===== config.mk =====
export PLATFORM = sky130hd
export DESIGN_NAME = fapo_top
export DESIGN_NICKNAME = d
export VERILOG_FILES = /design/src/rtl/fapo_pkg.sv /design/src/rtl/fapo_top.sv
export SDC_FILE = /design/constraint.sdc
export NUM_CORES = 1
export LEC_CHECK = 0
export BUFFER_PORTS_ARGS = -buffer_cell sky130_fd_sc_hd__buf_2
export CAP_MARGIN = 30
export CORE_ASPECT_RATIO = 1.2
export CORE_MARGIN = 2
export CORE_UTILIZATION = 50
export CTS_CLUSTER_DIAMETER = 200
export CTS_CLUSTER_SIZE = 40
export DETAILED_ROUTE_END_ITERATION = 16
export PLACE_DENSITY = 0.76
export SLEW_MARGIN = 20
export SYNTH_ARGS = -nofsm -noshare
export SYNTH_HDL_FRONTEND = slang
export SYNTH_SLANG_ARGS = --single-unit
export TNS_END_PERCENT = 5

===== constraint.sdc =====
create_clock -name SYS_CLK_I -period 8.93 [get_ports SYS_CLK_I]
set_input_delay 0.893 -clock SYS_CLK_I [delete_from_list [all_inputs] [get_ports SYS_CLK_I]]
set_output_delay 0.893 -clock SYS_CLK_I [all_outputs]
set_load 0.02 [all_outputs]

===== src/rtl/fapo_pkg.sv =====
`default_nettype none
package fapo_pkg;
    localparam int FAPO_BITS = 8;
    localparam int FAPO_COMPS = 256;
    localparam logic [7:0] FAPO_CODE_ZERO = 8'h00;
    localparam logic [7:0] FAPO_CODE_FULL = 8'hff;
    localparam logic [8:0] FAPO_OVF_LEVEL = 9'h100;
    localparam int FAPO_SYS_PERIOD_NS = 40;
    localparam int FAPO_SAMPLE_LOW_NS = 25;
    localparam int FAPO_VALID_DELAY_NS = 15;
    localparam int FAPO_VALID_CYCLES = (FAPO_VALID_DELAY_NS + FAPO_SYS_PERIOD_NS - 1) / FAPO_SYS_PERIOD_NS;

    typedef enum logic [1:0]
    {
        FAPO_PH_IDLE,
        FAPO_PH_ZERO,
        FAPO_PH_SAMPLE
    } fapo_phase_t;

    typedef struct packed
    {
        logic ovf;
        logic [7:0] code;
    } fapo_result_t;
endpackage : fapo_pkg
`default_nettype wire


===== src/rtl/fapo_top.sv =====
`default_nettype none
// Operation
// data driven only when low-select 0, high-select 1
// overflow driven whenever high select is 1
// clock high is auto-zero, no decisions
// clock low samples, latches comparators, encodes
// encoder result loads on next rising edge
// host gives high, low, high for one result
// running clock yields one sample per cycle
// full-scale input gives all ones
// overflow high above top minus half step
// cascade msb comes from lower device overflow
// lower overflow steers cascade chip selects
// host may burst from 30 MHz one-shot
// straight binary, zero to all ones
// overflow keeps data bits all ones
// one-shot low pulse, valid after rise
// output latch holds between rising edges
module fapo_top
    import fapo_pkg::*;
(
    input wire logic SYS_CLK_I,
    input wire logic SYS_RST_I,
    input wire logic CLK_EN_I,
    input wire logic CONV_CLK_I,
    input wire logic [FAPO_COMPS-1:0] THERMO_I,
    input wire logic OUTPUT_SELECT_LOW_I,
    input wire logic OUTPUT_SELECT_HIGH_I,
    output logic [7:0] DATA_O,
    output logic [7:0] DATA_OE_O,
    output logic OVF_O,
    output logic OVF_OE_O
);

    ////////////////////////////////////////////////////////////////////////
    // the comparator bank is modelled as a thermometer vector from the
    // analog side; THERMO_I[k] high means input above tap k+1 (tap 256 is
    // top minus half a step). the conversion clock, comparator and select pins are off-domain, so two flops each.
    logic [2:0] conv_sync_reg;
    logic [2:0] conv_sync_next;
    logic [FAPO_COMPS-1:0] thermo_s1_reg;
    logic [FAPO_COMPS-1:0] thermo_s2_reg;
    logic [1:0] sel_low_sync_reg;
    logic [1:0] sel_high_sync_reg;

    always_comb
    begin
        conv_sync_next = {conv_sync_reg[1:0], CONV_CLK_I};
    end

    always_ff @(posedge SYS_CLK_I)
    begin
        if (SYS_RST_I)
        begin
            conv_sync_reg <= 3'h7;
            thermo_s1_reg <= '0;
            thermo_s2_reg <= '0;
            sel_low_sync_reg <= 2'h3;
            sel_high_sync_reg <= 2'h0;
        end
        else if (CLK_EN_I)
        begin
            conv_sync_reg <= conv_sync_next;
            thermo_s1_reg <= THERMO_I;
            thermo_s2_reg <= thermo_s1_reg;
            sel_low_sync_reg <= {sel_low_sync_reg[0], OUTPUT_SELECT_LOW_I};
            sel_high_sync_reg <= {sel_high_sync_reg[0], OUTPUT_SELECT_HIGH_I};
        end
    end

    // a low phase shorter than one system clock can slip through unsampled here; that is the price of a safe crossing
    wire logic conv_high = conv_sync_reg[1];
    wire logic conv_rise = conv_sync_reg[1] & ~conv_sync_reg[2];

    ////////////////////////////////////////////////////////////////////////
    // 256-to-8 encoder: count of set comparators, saturating at full scale
    // a plain count tolerates a bubble in the thermometer where a priority encoder would jump
    function automatic fapo_result_t fapo_encode(input logic [FAPO_COMPS-1:0] thermo);
        logic [8:0] cnt;
        fapo_result_t res;
        cnt = 9'h000;
        for (int k = 0; k < FAPO_COMPS; k++)
        begin
            cnt = cnt + {8'h00, thermo[k]};
        end
        res.ovf = (cnt >= FAPO_OVF_LEVEL);
        res.code = res.ovf ? FAPO_CODE_FULL : cnt[7:0];
        return res;
    endfunction : fapo_encode

    ////////////////////////////////////////////////////////////////////////
    // phase tracking and sample latch
    fapo_phase_t phase_reg;
    fapo_phase_t phase_next;
    fapo_result_t latch_reg;
    fapo_result_t latch_next;
    logic latch_full_reg;
    logic latch_full_next;
    fapo_result_t out_reg;
    fapo_result_t out_next;

    always_comb
    begin
        phase_next = phase_reg;
        latch_next = latch_reg;
        latch_full_next = latch_full_reg;
        out_next = out_reg;
        case (phase_reg)
            FAPO_PH_IDLE:
            begin
                if (conv_high)
                begin
                    phase_next = FAPO_PH_ZERO;
                end
            end
            FAPO_PH_ZERO:
            begin
                // auto-zero: comparators reset, nothing is decided here
                if (!conv_high)
                begin
                    phase_next = FAPO_PH_SAMPLE;
                end
            end
            FAPO_PH_SAMPLE:
            begin
                // comparators track and latch while the clock is low
                // the rise cycle already belongs to auto-zero, so it must not refresh the latch
                if (conv_high)
                begin
                    phase_next = FAPO_PH_ZERO;
                end
                else
                begin
                    latch_next = fapo_encode(thermo_s2_reg);
                    latch_full_next = 1'b1;
                end
            end
            default:
            begin
                phase_next = FAPO_PH_IDLE;
            end
        endcase
        // load only at the rising edge after a full high-low cycle
        if (conv_rise && phase_reg == FAPO_PH_SAMPLE && latch_full_reg)
        begin
            out_next = latch_reg;
            latch_full_next = 1'b0;
        end
    end

    always_ff @(posedge SYS_CLK_I)
    begin
        if (SYS_RST_I)
        begin
            phase_reg <= FAPO_PH_IDLE;
            latch_reg <= '0;
            latch_full_reg <= 1'b0;
            out_reg <= '0;
        end
        else if (CLK_EN_I)
        begin
            phase_reg <= phase_next;
            latch_reg <= latch_next;
            latch_full_reg <= latch_full_next;
            out_reg <= out_next;
        end
    end

    ////////////////////////////////////////////////////////////////////////
    // three-state control; the enables are the only path, the wire is resolved outside
    // the output flops keep running while deselected, so a late enable shows current data
    wire logic data_en = ~sel_low_sync_reg[1] & sel_high_sync_reg[1];
    wire logic ovf_en = sel_high_sync_reg[1];

    assign DATA_O = out_reg.code;
    assign DATA_OE_O = {FAPO_BITS{data_en}};
    assign OVF_O = out_reg.ovf;
    assign OVF_OE_O = ovf_en;
endmodule : fapo_top
`default_nettype wire


# Word level (Yosys, flattened, before mapping)
# Index checks and enable logic that the tools add are counted.
[op_classes] shift=0 div=0 eq_ne=5 muxes=7 n_mul=0 magnitude_cmp=1 bitwise=5 n_addsub=255 reduce_logical=9
[op_table] operator="adder 9 x 1 -> 9 bit" count=247
[op_table] operator="adder 8 x 1 -> 9 bit" count=1
[op_table] operator=">= comparator 9 bit (second input constant)" count=1
[op_table] operator="AND reduction 3 bit" count=3
[op_table] operator="adder 7 x 1 -> 8 bit" count=1
[op_table] operator="two-way mux 8 bit" count=1
[op_table] operator="adder 6 x 1 -> 7 bit" count=1
[op_table] operator="adder 5 x 1 -> 6 bit" count=1
[op_table] operator="adder 4 x 1 -> 5 bit" count=1
[op_table] operator="adder 3 x 1 -> 4 bit" count=1
[op_table] operator="two-way mux 2 bit" count=2
[op_table] operator="inequality test 2 x 1 -> 1 bit (second input constant)" count=2
[op_table] operator="case mux 2 bit (2 select lines)" count=1
[op_table] operator="adder 2 x 1 -> 3 bit" count=1
[op_table] operator="two-way mux 1 bit" count=3
[op_table] operator="NOT 1 bit" count=3
[op_table] operator="adder 1 x 1 -> 2 bit" count=1
[op_table] operator="AND 1 bit" count=2
[op_table] operator="== test 2 x 1 -> 1 bit (second input constant)" count=1
[op_table] operator="== test 2 bit (second input constant)" count=1
[op_table] operator="logical AND 1 bit" count=2
[op_table] operator="logical NOT 2 bit" count=1
[op_table] operator="inequality test 2 bit (second input constant)" count=1
[op_table] operator="AND reduction 2 bit" count=1
[op_table] operator="2 further kinds" count=2
[totals] rom_bits=0 elab_cells=293 output_inout_bits=18 reg_bits=540 n_memories=0 in_bits=262 ramBits=0 latch_bits=0

# Depth between registers and ports, before layout
# Gate-level depths: netlist of run 1.
[depth] ltp_word=257 ltp_mapped=27 ltp_nobuf=26

# Least setup slack after synthesis of run 1
# No wires, ideal clock.
[synth_path] path_kind="reg-to-reg" startpoint="register thermo_s2_reg[131]" endpoint="register latch_reg[6] (netlist bit)" path_buffers=0 arrival_time_ps=7403 setup_ps=79 period_less_slack_ps=7481 t_required_ps=8851 stages_incl_launch_ff=27 path_slack_ps=1449 cell_sequence="dfxtp_1 > inv_1 > fa_1 > inv_1 > fa_1 > inv_1 > fa_1 > fa_1 > inv_1 > fa_1 > inv_1 > fa_1 > inv_1 > fa_1 > inv_1 > fa_1 > fa_1 > fa_1 > fa_1 > inv_1 > ha_1 > inv_1 > fa_1 > nand2b_1 > a211o_1 > a2111o_1 > o211ai_1"
[synth_via] elab_chain_cells=127
[synth_lines] element="start, declared" line_no="fapo_top.sv:42" text="logic [FAPO_COMPS-1:0] thermo_s2_reg;"
[synth_lines] element="start signal, assigned" line_no="fapo_top.sv:65" text="thermo_s2_reg <= thermo_s1_reg;"
[synth_lines] element="adder 9 x 1 -> 9 bit (*) (125 in a row)" line_no="fapo_top.sv:84" text="cnt = cnt + {8'h00, thermo[k]};"
[synth_lines] element=">= comparator 9 bit" line_no="fapo_top.sv:86" text="res.ovf = (cnt >= FAPO_OVF_LEVEL);"
[synth_lines] element="two-way mux 8 bit (*)" line_no="fapo_top.sv:87" text="res.code = res.ovf ? FAPO_CODE_FULL : cnt[7:0];"
[synth_lines] element="end signal, assigned" line_no="fapo_top.sv:163" text="latch_reg <= latch_next;"
[synth_lines] element="end, declared" line_no="fapo_top.sv:95" text="fapo_result_t latch_reg;"
# Every way passes the cells marked *; elsewhere a longest branch is shown, timed or not.
# A chain may end at the register's enable or synchronous reset.

# Worst setup path in the final report of run 1
# Ends and elaborated chain as after synthesis.

==> results of run 1 <==
==> cell usage in the layout (no fill, tap or decap), drive strengths merged <==
cell,count
a2111o,1
a2111oi,2
a211o,3
a211oi,2
a21o,1
a21oi,11
a31oi,1
a41oi,2
and4bb,1
buf,292
clkbuf,17
dfxtp,540
diode,10
fa,242
ha,39
inv,364
mux2i,528
nand2,11
nand2b,3
nand3,2
nand4,1
nand4b,1
nor2,531
nor2b,2
nor3,1
nor4bb,2
o211ai,3
o21a,1
o21ai,11
or3,2
xnor2,1
xor2,1
==> routing by layer <==
| layer | GRT usage (%) | part of all wire [%] |
|---|---|---|
| met1 | 25.7 | 42 |
| met2 | 37.5 | 51 |
| met3 | 3.32 | 3.8 |
| met4 | 7.77 | 3.1 |
| met5 | 0 | 0.12 |
==> final cells by class <==
cell class,count,area [sq um]
fillers,4502,23100
multi-input cells,1406,13000
flip-flops and latches,540,10800
repair buffers,292,1650
inverters,363,1360
well taps,697,872
clock buffers,17,425
diodes,10,25.0
clock inverters,1,20.0
==> cell families after synthesis <==
group / after synthesis
AOI/OAI and AO/OA: 38
xor gates and xnor gates: 2
adders and majority gates: 281
buffers and inverters: 493
DFF: 540
muxes: 528
and+or+nand+nor: 557
==> metrics by stage <==
step | power (mW) | hold slack [ns] | cells | util, %
2_1_floorplan | 6.61 | 0.441 | 2439 | -
3_3_place_gp | 7.65 | 0.455 | 3293 | 53.8
3_5_place_dp | 7.73 | 0.463 | 3294 | 53.8
4_1_cts | 8.82 | 0.497 | 3312 | 54.7
5_1_grt | 9.63 | 0.507 | 3325 | 54.9
6_report | 8.73 | 0.490 | 3326 | 54.9
==> report_power, final <==
part           total [mW]  switching (mW)  internal [mW]  leakage (nW)
logic                5.07            2.94           2.14          9.22
registers            2.59          0.0726           2.52          4.42
clock network        1.07           0.710          0.356         0.219
total                8.73            3.72           5.01          13.9
==> worst max path at each step <==
stage | from | end | slack, ns | cells after the start
after floorplan | thermo_s2_reg[131] | latch_reg[6] | 1.45 | 26
after global placement | thermo_s2_reg[131] | latch_reg[6] | 1.14 | 26
after detailed placement | thermo_s2_reg[131] | latch_reg[4] | 0.95 | 26
after CTS | thermo_s2_reg[131] | latch_reg[4] | 0.92 | 26
after global routing | thermo_s2_reg[149] | latch_reg[4] | 0.54 | 26
final | thermo_s2_reg[131] | latch_reg[6] | 0.97 | 26
==> synth_stat cells (all sizes together) <==
cell type,count,share of area [%]
o21a,1,0.034
ha,39,1.9
nor2b,2,0.048
xnor2,1,0.034
nand4b,1,0.034
nand4,1,0.024
a21o,1,0.034
nor2,531,7.7
clkbuf,54,0.79
o21ai,11,0.21
nor4bb,2,0.077
a211o,3,0.10
nand3,2,0.039
nand2,11,0.16
a211oi,2,0.11
nand2b,3,0.072
mux2i,528,20
a31oi,1,0.024
a2111o,1,0.043
and4bb,1,0.048
o211ai,3,0.087
xor2,1,0.034
or3,2,0.048
inv,363,5.3
a21oi,11,0.21
a2111oi,2,0.092
nor3,1,0.019
dfxtp,540,42
fa,242,19
buf,76,1.9
a41oi,2,0.097
==> worst max-delay path, cell delays in order, from the launching register on <==
cell	delay, ns
dfxtp_1	0.36
inv_1	0.06
fa_1	0.53
inv_1	0.05
fa_1	0.50
inv_1	0.05
fa_1	0.48
fa_1	0.53
inv_1	0.11
fa_1	0.53
inv_1	0.05
fa_1	0.48
inv_1	0.05
fa_1	0.47
inv_1	0.05
fa_1	0.46
fa_1	0.49
fa_1	0.53
fa_1	0.41
inv_1	0.07
ha_1	0.20
inv_1	0.07
fa_1	0.39
nand2b_1	0.20
a211oi_1	0.45
a211oi_4	0.14
o211ai_1	0.18
==> flow_metrics.py, run 1 <==
metrics = {
    "placement": {
        "gp_congestion": 0.878,
        "placed_area_sq_mm": 0.0276,
        "preCtsSetupSlack_ns": 0.953,
        "place_hpwl_mm": 43.6,
        "io_buffers": 279,
    },
    "yosys": {
        "synth_nets": 2982,
        "synth-xor-area-share_pct": 0.0676,
        "syn_inst": 2439,
        "synth_top_family_by_area": "adder cells",
        "synth_compound_area_share_pct": 1.04,
        "syn_area_sq_mm": 0.0259,
        "ys.warnings.count": 0,
        "synthMuxAreaShare_pct": 20.4,
        "syn_avg_cell_area_sq_um": 10.6,
        "synth-simple-area-share_pct": 8.26,
        "synth_adder_area_share_pct": 20.6,
        "synth_cell_types": 38,
        "synth_seq_cells": 540,
        "ys_seq_area_share_pct": 41.7,
    },
    "timing": {
        "max_freq_mhz": 126,
        "rsz0062_at_grt": "no",
        "slew_violations": 0,
        "worst_pin_slew_ns": 1.01,
        "period_minus_slack_ns": 7.96,
        "max_slew_margin_pct": 32.6,
        "fin_crit_sh_pct": 89.1,
        "fin_skew_ns": 0.0243,
        "setup_viol": 0,
        "timing.final.ws_setup_ns": 0.975,
        "finalHoldViolations": 0,
        "tns_ns": 0,
    },
    "finish": {
        "drive_gt1_share_pct": 12.1,
        "syn2layout_area_growth_pct": 8.88,
        "fin_nets": 3163,
        "design_area_sq_mm": 0.0282,
    },
    "clocking": {
        "cts-root-buf": "clkbuf_16",
        "numClockSinks": 540,
        "cts-htree-levels": 1,
        "path_clk_slew_ns": 0.15,
        "ctsResizeCount": 0,
        "insertion_delay_ns": 0.56,
        "cts-buffers-inserted": 17,
        "hold_buffers": 0,
        "cts_tree": "built",
        "clk_path_buf_depth": 3,
        "postCtsSetupBuffers": 0,
    },
    "floorplanning": {
        "die_height_um": 253,
        "pin_count": 280,
        "dieArea_sq_mm": 0.0537,
        "num_rows": 91,
        "start_util_pct": 50.5,
        "dieWidth_um": 212,
        "core_area_sq_mm": 0.0514,
    },
    "detailed_routing": {
        "drtIter0Drc": 777,
        "drt-vias-per-instance": 4.84,
        "vias": 16100,
        "wirelength_mm": 56.2,
        "route.detailed.wl_per_inst_um": 16.9,
        "drc_errors": 0,
        "antenna_left": 0,
        "drt_pass1_iterations": 4,
    },
    "worst_setup_path": {
        "rr_worst_depth": 26,
        "rrSetupSlack_ns": 0.97,
        "crit_type": "flop to flop",
        "cp-end-kind": "flop",
        "arrival_ns": 8.45,
        "worst-path-max-fanout": 8,
        "cp.required_ns": 9.43,
        "reg2reg_to": "latch_reg[6]",
        "startpoint_type": "flop",
        "worstReg2RegStart": "thermo_s2_reg[131]",
    },
    "worst_hold_path": {
        "hold_path_end": "conv_sync_reg[0]",
        "hp-start": "conv_sync_reg[0]",
        "worstHoldPathCells": 2,
        "hold_class": "flop to flop",
    },
    "run": {
        "drv_cap": 0,
    },
    "power": {
        "vdd_drop_max_uv": 1230,
        "powerDensity_mw_per_mm2": 310,
        "power.leakage_nw": 13.9,
    },
    "outcome": {
        "status": "completed",
    },
    "grt": {
        "grt_first_pass_wirelength_mm": 88.7,
        "grt_max_degree": 176,
        "overflow": 0,
        "grt_pass1_vias": 16900,
        "track_usage_pct": 21.1,
        "antenna_found_initial": 18,
    },
}
Note: power is estimated with default switching activity, not from simulation.
==> run 2: changes to the inputs <==
--- a/config.mk
+++ b/config.mk
@@ -5,6 +5,7 @@
 export SDC_FILE = /design/constraint.sdc
 export NUM_CORES = 1
 export LEC_CHECK = 0
+export ABC_AREA = 1
 export BUFFER_PORTS_ARGS = -buffer_cell sky130_fd_sc_hd__buf_2
 export CAP_MARGIN = 30
 export CORE_ASPECT_RATIO = 1.2
==> run 2 against run 1 <==
Register-to-register slack better by 0.20 ns. Routed wire length rose by 5.3%. First-iteration DRC count grew 52%. Via count increased by 15%. Sequential share of layout area increased by 1.4 points. Flip-flop and latch count stayed put. Worst hold slack got worse by 0.030 ns. Die area decreased by 2.4%.
==> flow_metrics.py, run 2 <==
metrics = {
    "finish": {
        "final_cell_mix": "nor2_1 (817), dfxtp_1 (540), o21ai_0 (458), inv_1 (385), buf_2 (278)",
        "mostFrequentLayoutCell": "nor2_1",
        "drive_gt1_share_pct": 10.4,
        "fin_nets": 3609,
        "syn2layout_area_growth_pct": 7.67,
    },
    "yosys": {
        "synth.most_common_cell": "nor2_1",
        "syn_avg_cell_area_sq_um": 8.60,
        "ys.warnings.count": 0,
        "synth_cell_types": 30,
        "synth-simple-area-share_pct": 13.4,
        "synth_top_cells_by_area": "dfxtp_1 (43%), fa_1 (19%), nor2_1 (12%)",
        "synth_top_family_by_area": "adder cells",
        "synth_nets": 3483,
        "yosysTopAreaCell": "dfxtp_1",
        "synth.top_cell.area_share_pct": 42.8,
        "synthFlopType": "dfxtp_1",
        "async_flop_share_pct": 0,
        "synth-xor-area-share_pct": 0.0693,
        "synth-edff-count": 0,
        "yosys-top-cells-count": "nor2_1 (817), dfxtp_1 (540), o21ai_0 (458)",
        "synth_seq_cells": 540,
        "synth_compound_area_share_pct": 13.2,
        "ys_seq_area_share_pct": 42.8,
        "synthMuxAreaShare_pct": 0,
        "syn_area_sq_mm": 0.0253,
        "syn_inst": 2940,
        "synth_adder_area_share_pct": 21.1,
    },
    "grt": {
        "grt_pass1_vias": 17800,
        "grt_first_pass_wirelength_mm": 94.3,
        "track_usage_pct": 22.6,
        "antenna_found_initial": 36,
        "grt_max_degree": 317,
        "overflow": 0,
    },
    "placement": {
        "place_hpwl_mm": 42.9,
        "gp_congestion": 0.841,
        "io_buffers": 279,
    },
    "detailed_routing": {
        "drt_pass1_iterations": 5,
        "wl_met3_mm": 2.43,
        "vias": 18500,
        "wirelength_mm": 59.2,
        "antenna_left": 0,
        "drtIter0Drc": 1180,
        "drt-vias-per-instance": 4.96,
        "routedLengthMet1_mm": 25.8,
        "wl_met2_mm": 29.4,
        "drc_errors": 0,
        "routed.top_layer": "met5",
        "route.detailed.wl_per_inst_um": 15.9,
    },
    "clocking": {
        "ctsResizeCount": 0,
        "cts-htree-levels": 1,
        "cts-root-buf": "clkbuf_16",
        "cts_tree": "built",
        "clk_path_buf_depth": 3,
        "path_clk_slew_ns": 0.15,
        "hold_buffers": 0,
        "cts-buffers-inserted": 17,
        "numClockSinks": 540,
        "insertion_delay_ns": 0.58,
        "postCtsSetupBuffers": 0,
    },
    "worst_setup_path": {
        "crit_family": "adder cells",
        "startpoint_type": "flop",
        "arrival_ns": 8.29,
        "worst-path-buf-inv": 11,
        "cp_slowest_stage_delay_ns": 0.54,
        "cp-end-kind": "flop",
        "worst-path-max-fanout": 9,
        "critPathMostFrequentCell": "fa_1",
        "crit_type": "flop to flop",
        "critPathSlowestCell": "fa_1",
        "cp.required_ns": 9.47,
    },
    "floorplanning": {
        "pin_count": 280,
        "dieWidth_um": 209,
        "start_util_pct": 50.4,
        "dieArea_sq_mm": 0.0524,
        "die_height_um": 250,
        "num_rows": 90,
        "core_area_sq_mm": 0.0501,
    },
    "timing": {
        "period_minus_slack_ns": 7.75,
        "fin_skew_ns": 0.0201,
        "max_freq_mhz": 129,
        "rsz0062_at_grt": "no",
        "finalHoldViolations": 0,
        "max_slew_margin_pct": 31.1,
        "slew_violations": 0,
        "worst_pin_slew_ns": 1.03,
        "fin_crit_sh_pct": 86.8,
        "tns_ns": 0,
        "setup_viol": 0,
    },
    "run": {
        "drv_cap": 0,
    },
    "worst_hold_path": {
        "hold_class": "flop to flop",
    },
    "outcome": {
        "status": "completed",
    },
}
-- run 2: cell count changes after synthesis, moves of 6 or more --
cell / previous run / this run
a21oi_1: 11 / 129
buf_2: 30 / 66
buf_4: 44 / 38
clkbuf_1: 53 / 74
inv_1: 363 / 385
mux2i_1: 528 / 0
nand2_1: 11 / 41
nand3_1: 2 / 13
nor2_1: 531 / 817
o21ai_0: 10 / 458
o21ai_1: 1 / 73
-- run 2: final cells by class --
cell class	instances	area, sq um
diodes	11	27.5
multi-input cells	1828	12100
clock inverters	2	28.8
flip-flops and latches	540	10800
repair buffers	291	1570
fillers	4725	22900
clock buffers	17	425
inverters	388	1480
well taps	644	806
-- run 2: path summary, 6_finish.rpt --
path	start	endpoint	slack, ns	cells past startpoint
worst max-delay path	thermo_s2_reg[149]	latch_reg[0]	1.18	30
worst min-delay path	phase_reg[0]	phase_reg[0]	0.46	1
worst max register to register	thermo_s2_reg[149]	latch_reg[0]	1.18	30
worst min register to register	phase_reg[0]	phase_reg[0]	0.46	1
-- run 2: metrics by stage --
| stage | hold slack, ns | worst slack (ns) | instance area (sq um) | utilization, % | std cells |
|---|---|---|---|---|---|
| floorplan | 0.427 | 1.67 | 25300 | - | 2940 |
| global placement | 0.438 | 1.32 | 26600 | 53.2 | 3688 |
| detailed placement | 0.442 | 1.24 | 26600 | 53.2 | 3688 |
| CTS | 0.462 | 1.20 | 27100 | 54.1 | 3707 |
| global route | 0.500 | 0.854 | 27200 | 54.3 | 3718 |
| finish | 0.460 | 1.18 | 27200 | 54.3 | 3721 |
-- run 2: per-layer routing --
layer / vias up / GRT usage [%]
met1: 8707 / 29.2
met3: 101 / 3.37
met5: - / 0
met4: 16 / 6.10
li1: 9307 / -
met2: 331 / 39.6
-- run 2: kinds of logic (layout without fill, tap and decap cells) --
kind of cell    after synthesis  count (layout)
simple gates                880             880
compound gates              665             665
buf+inv                     572             698
flops                       540             540
fa+ha+maj                   281             281
xor+xnor                      2               2
other cells                   0              11
Power of run 2 is left out: the tool's default activity adds up to more than one toggle a clock period on the data nets, which glitch-free logic cannot reach.
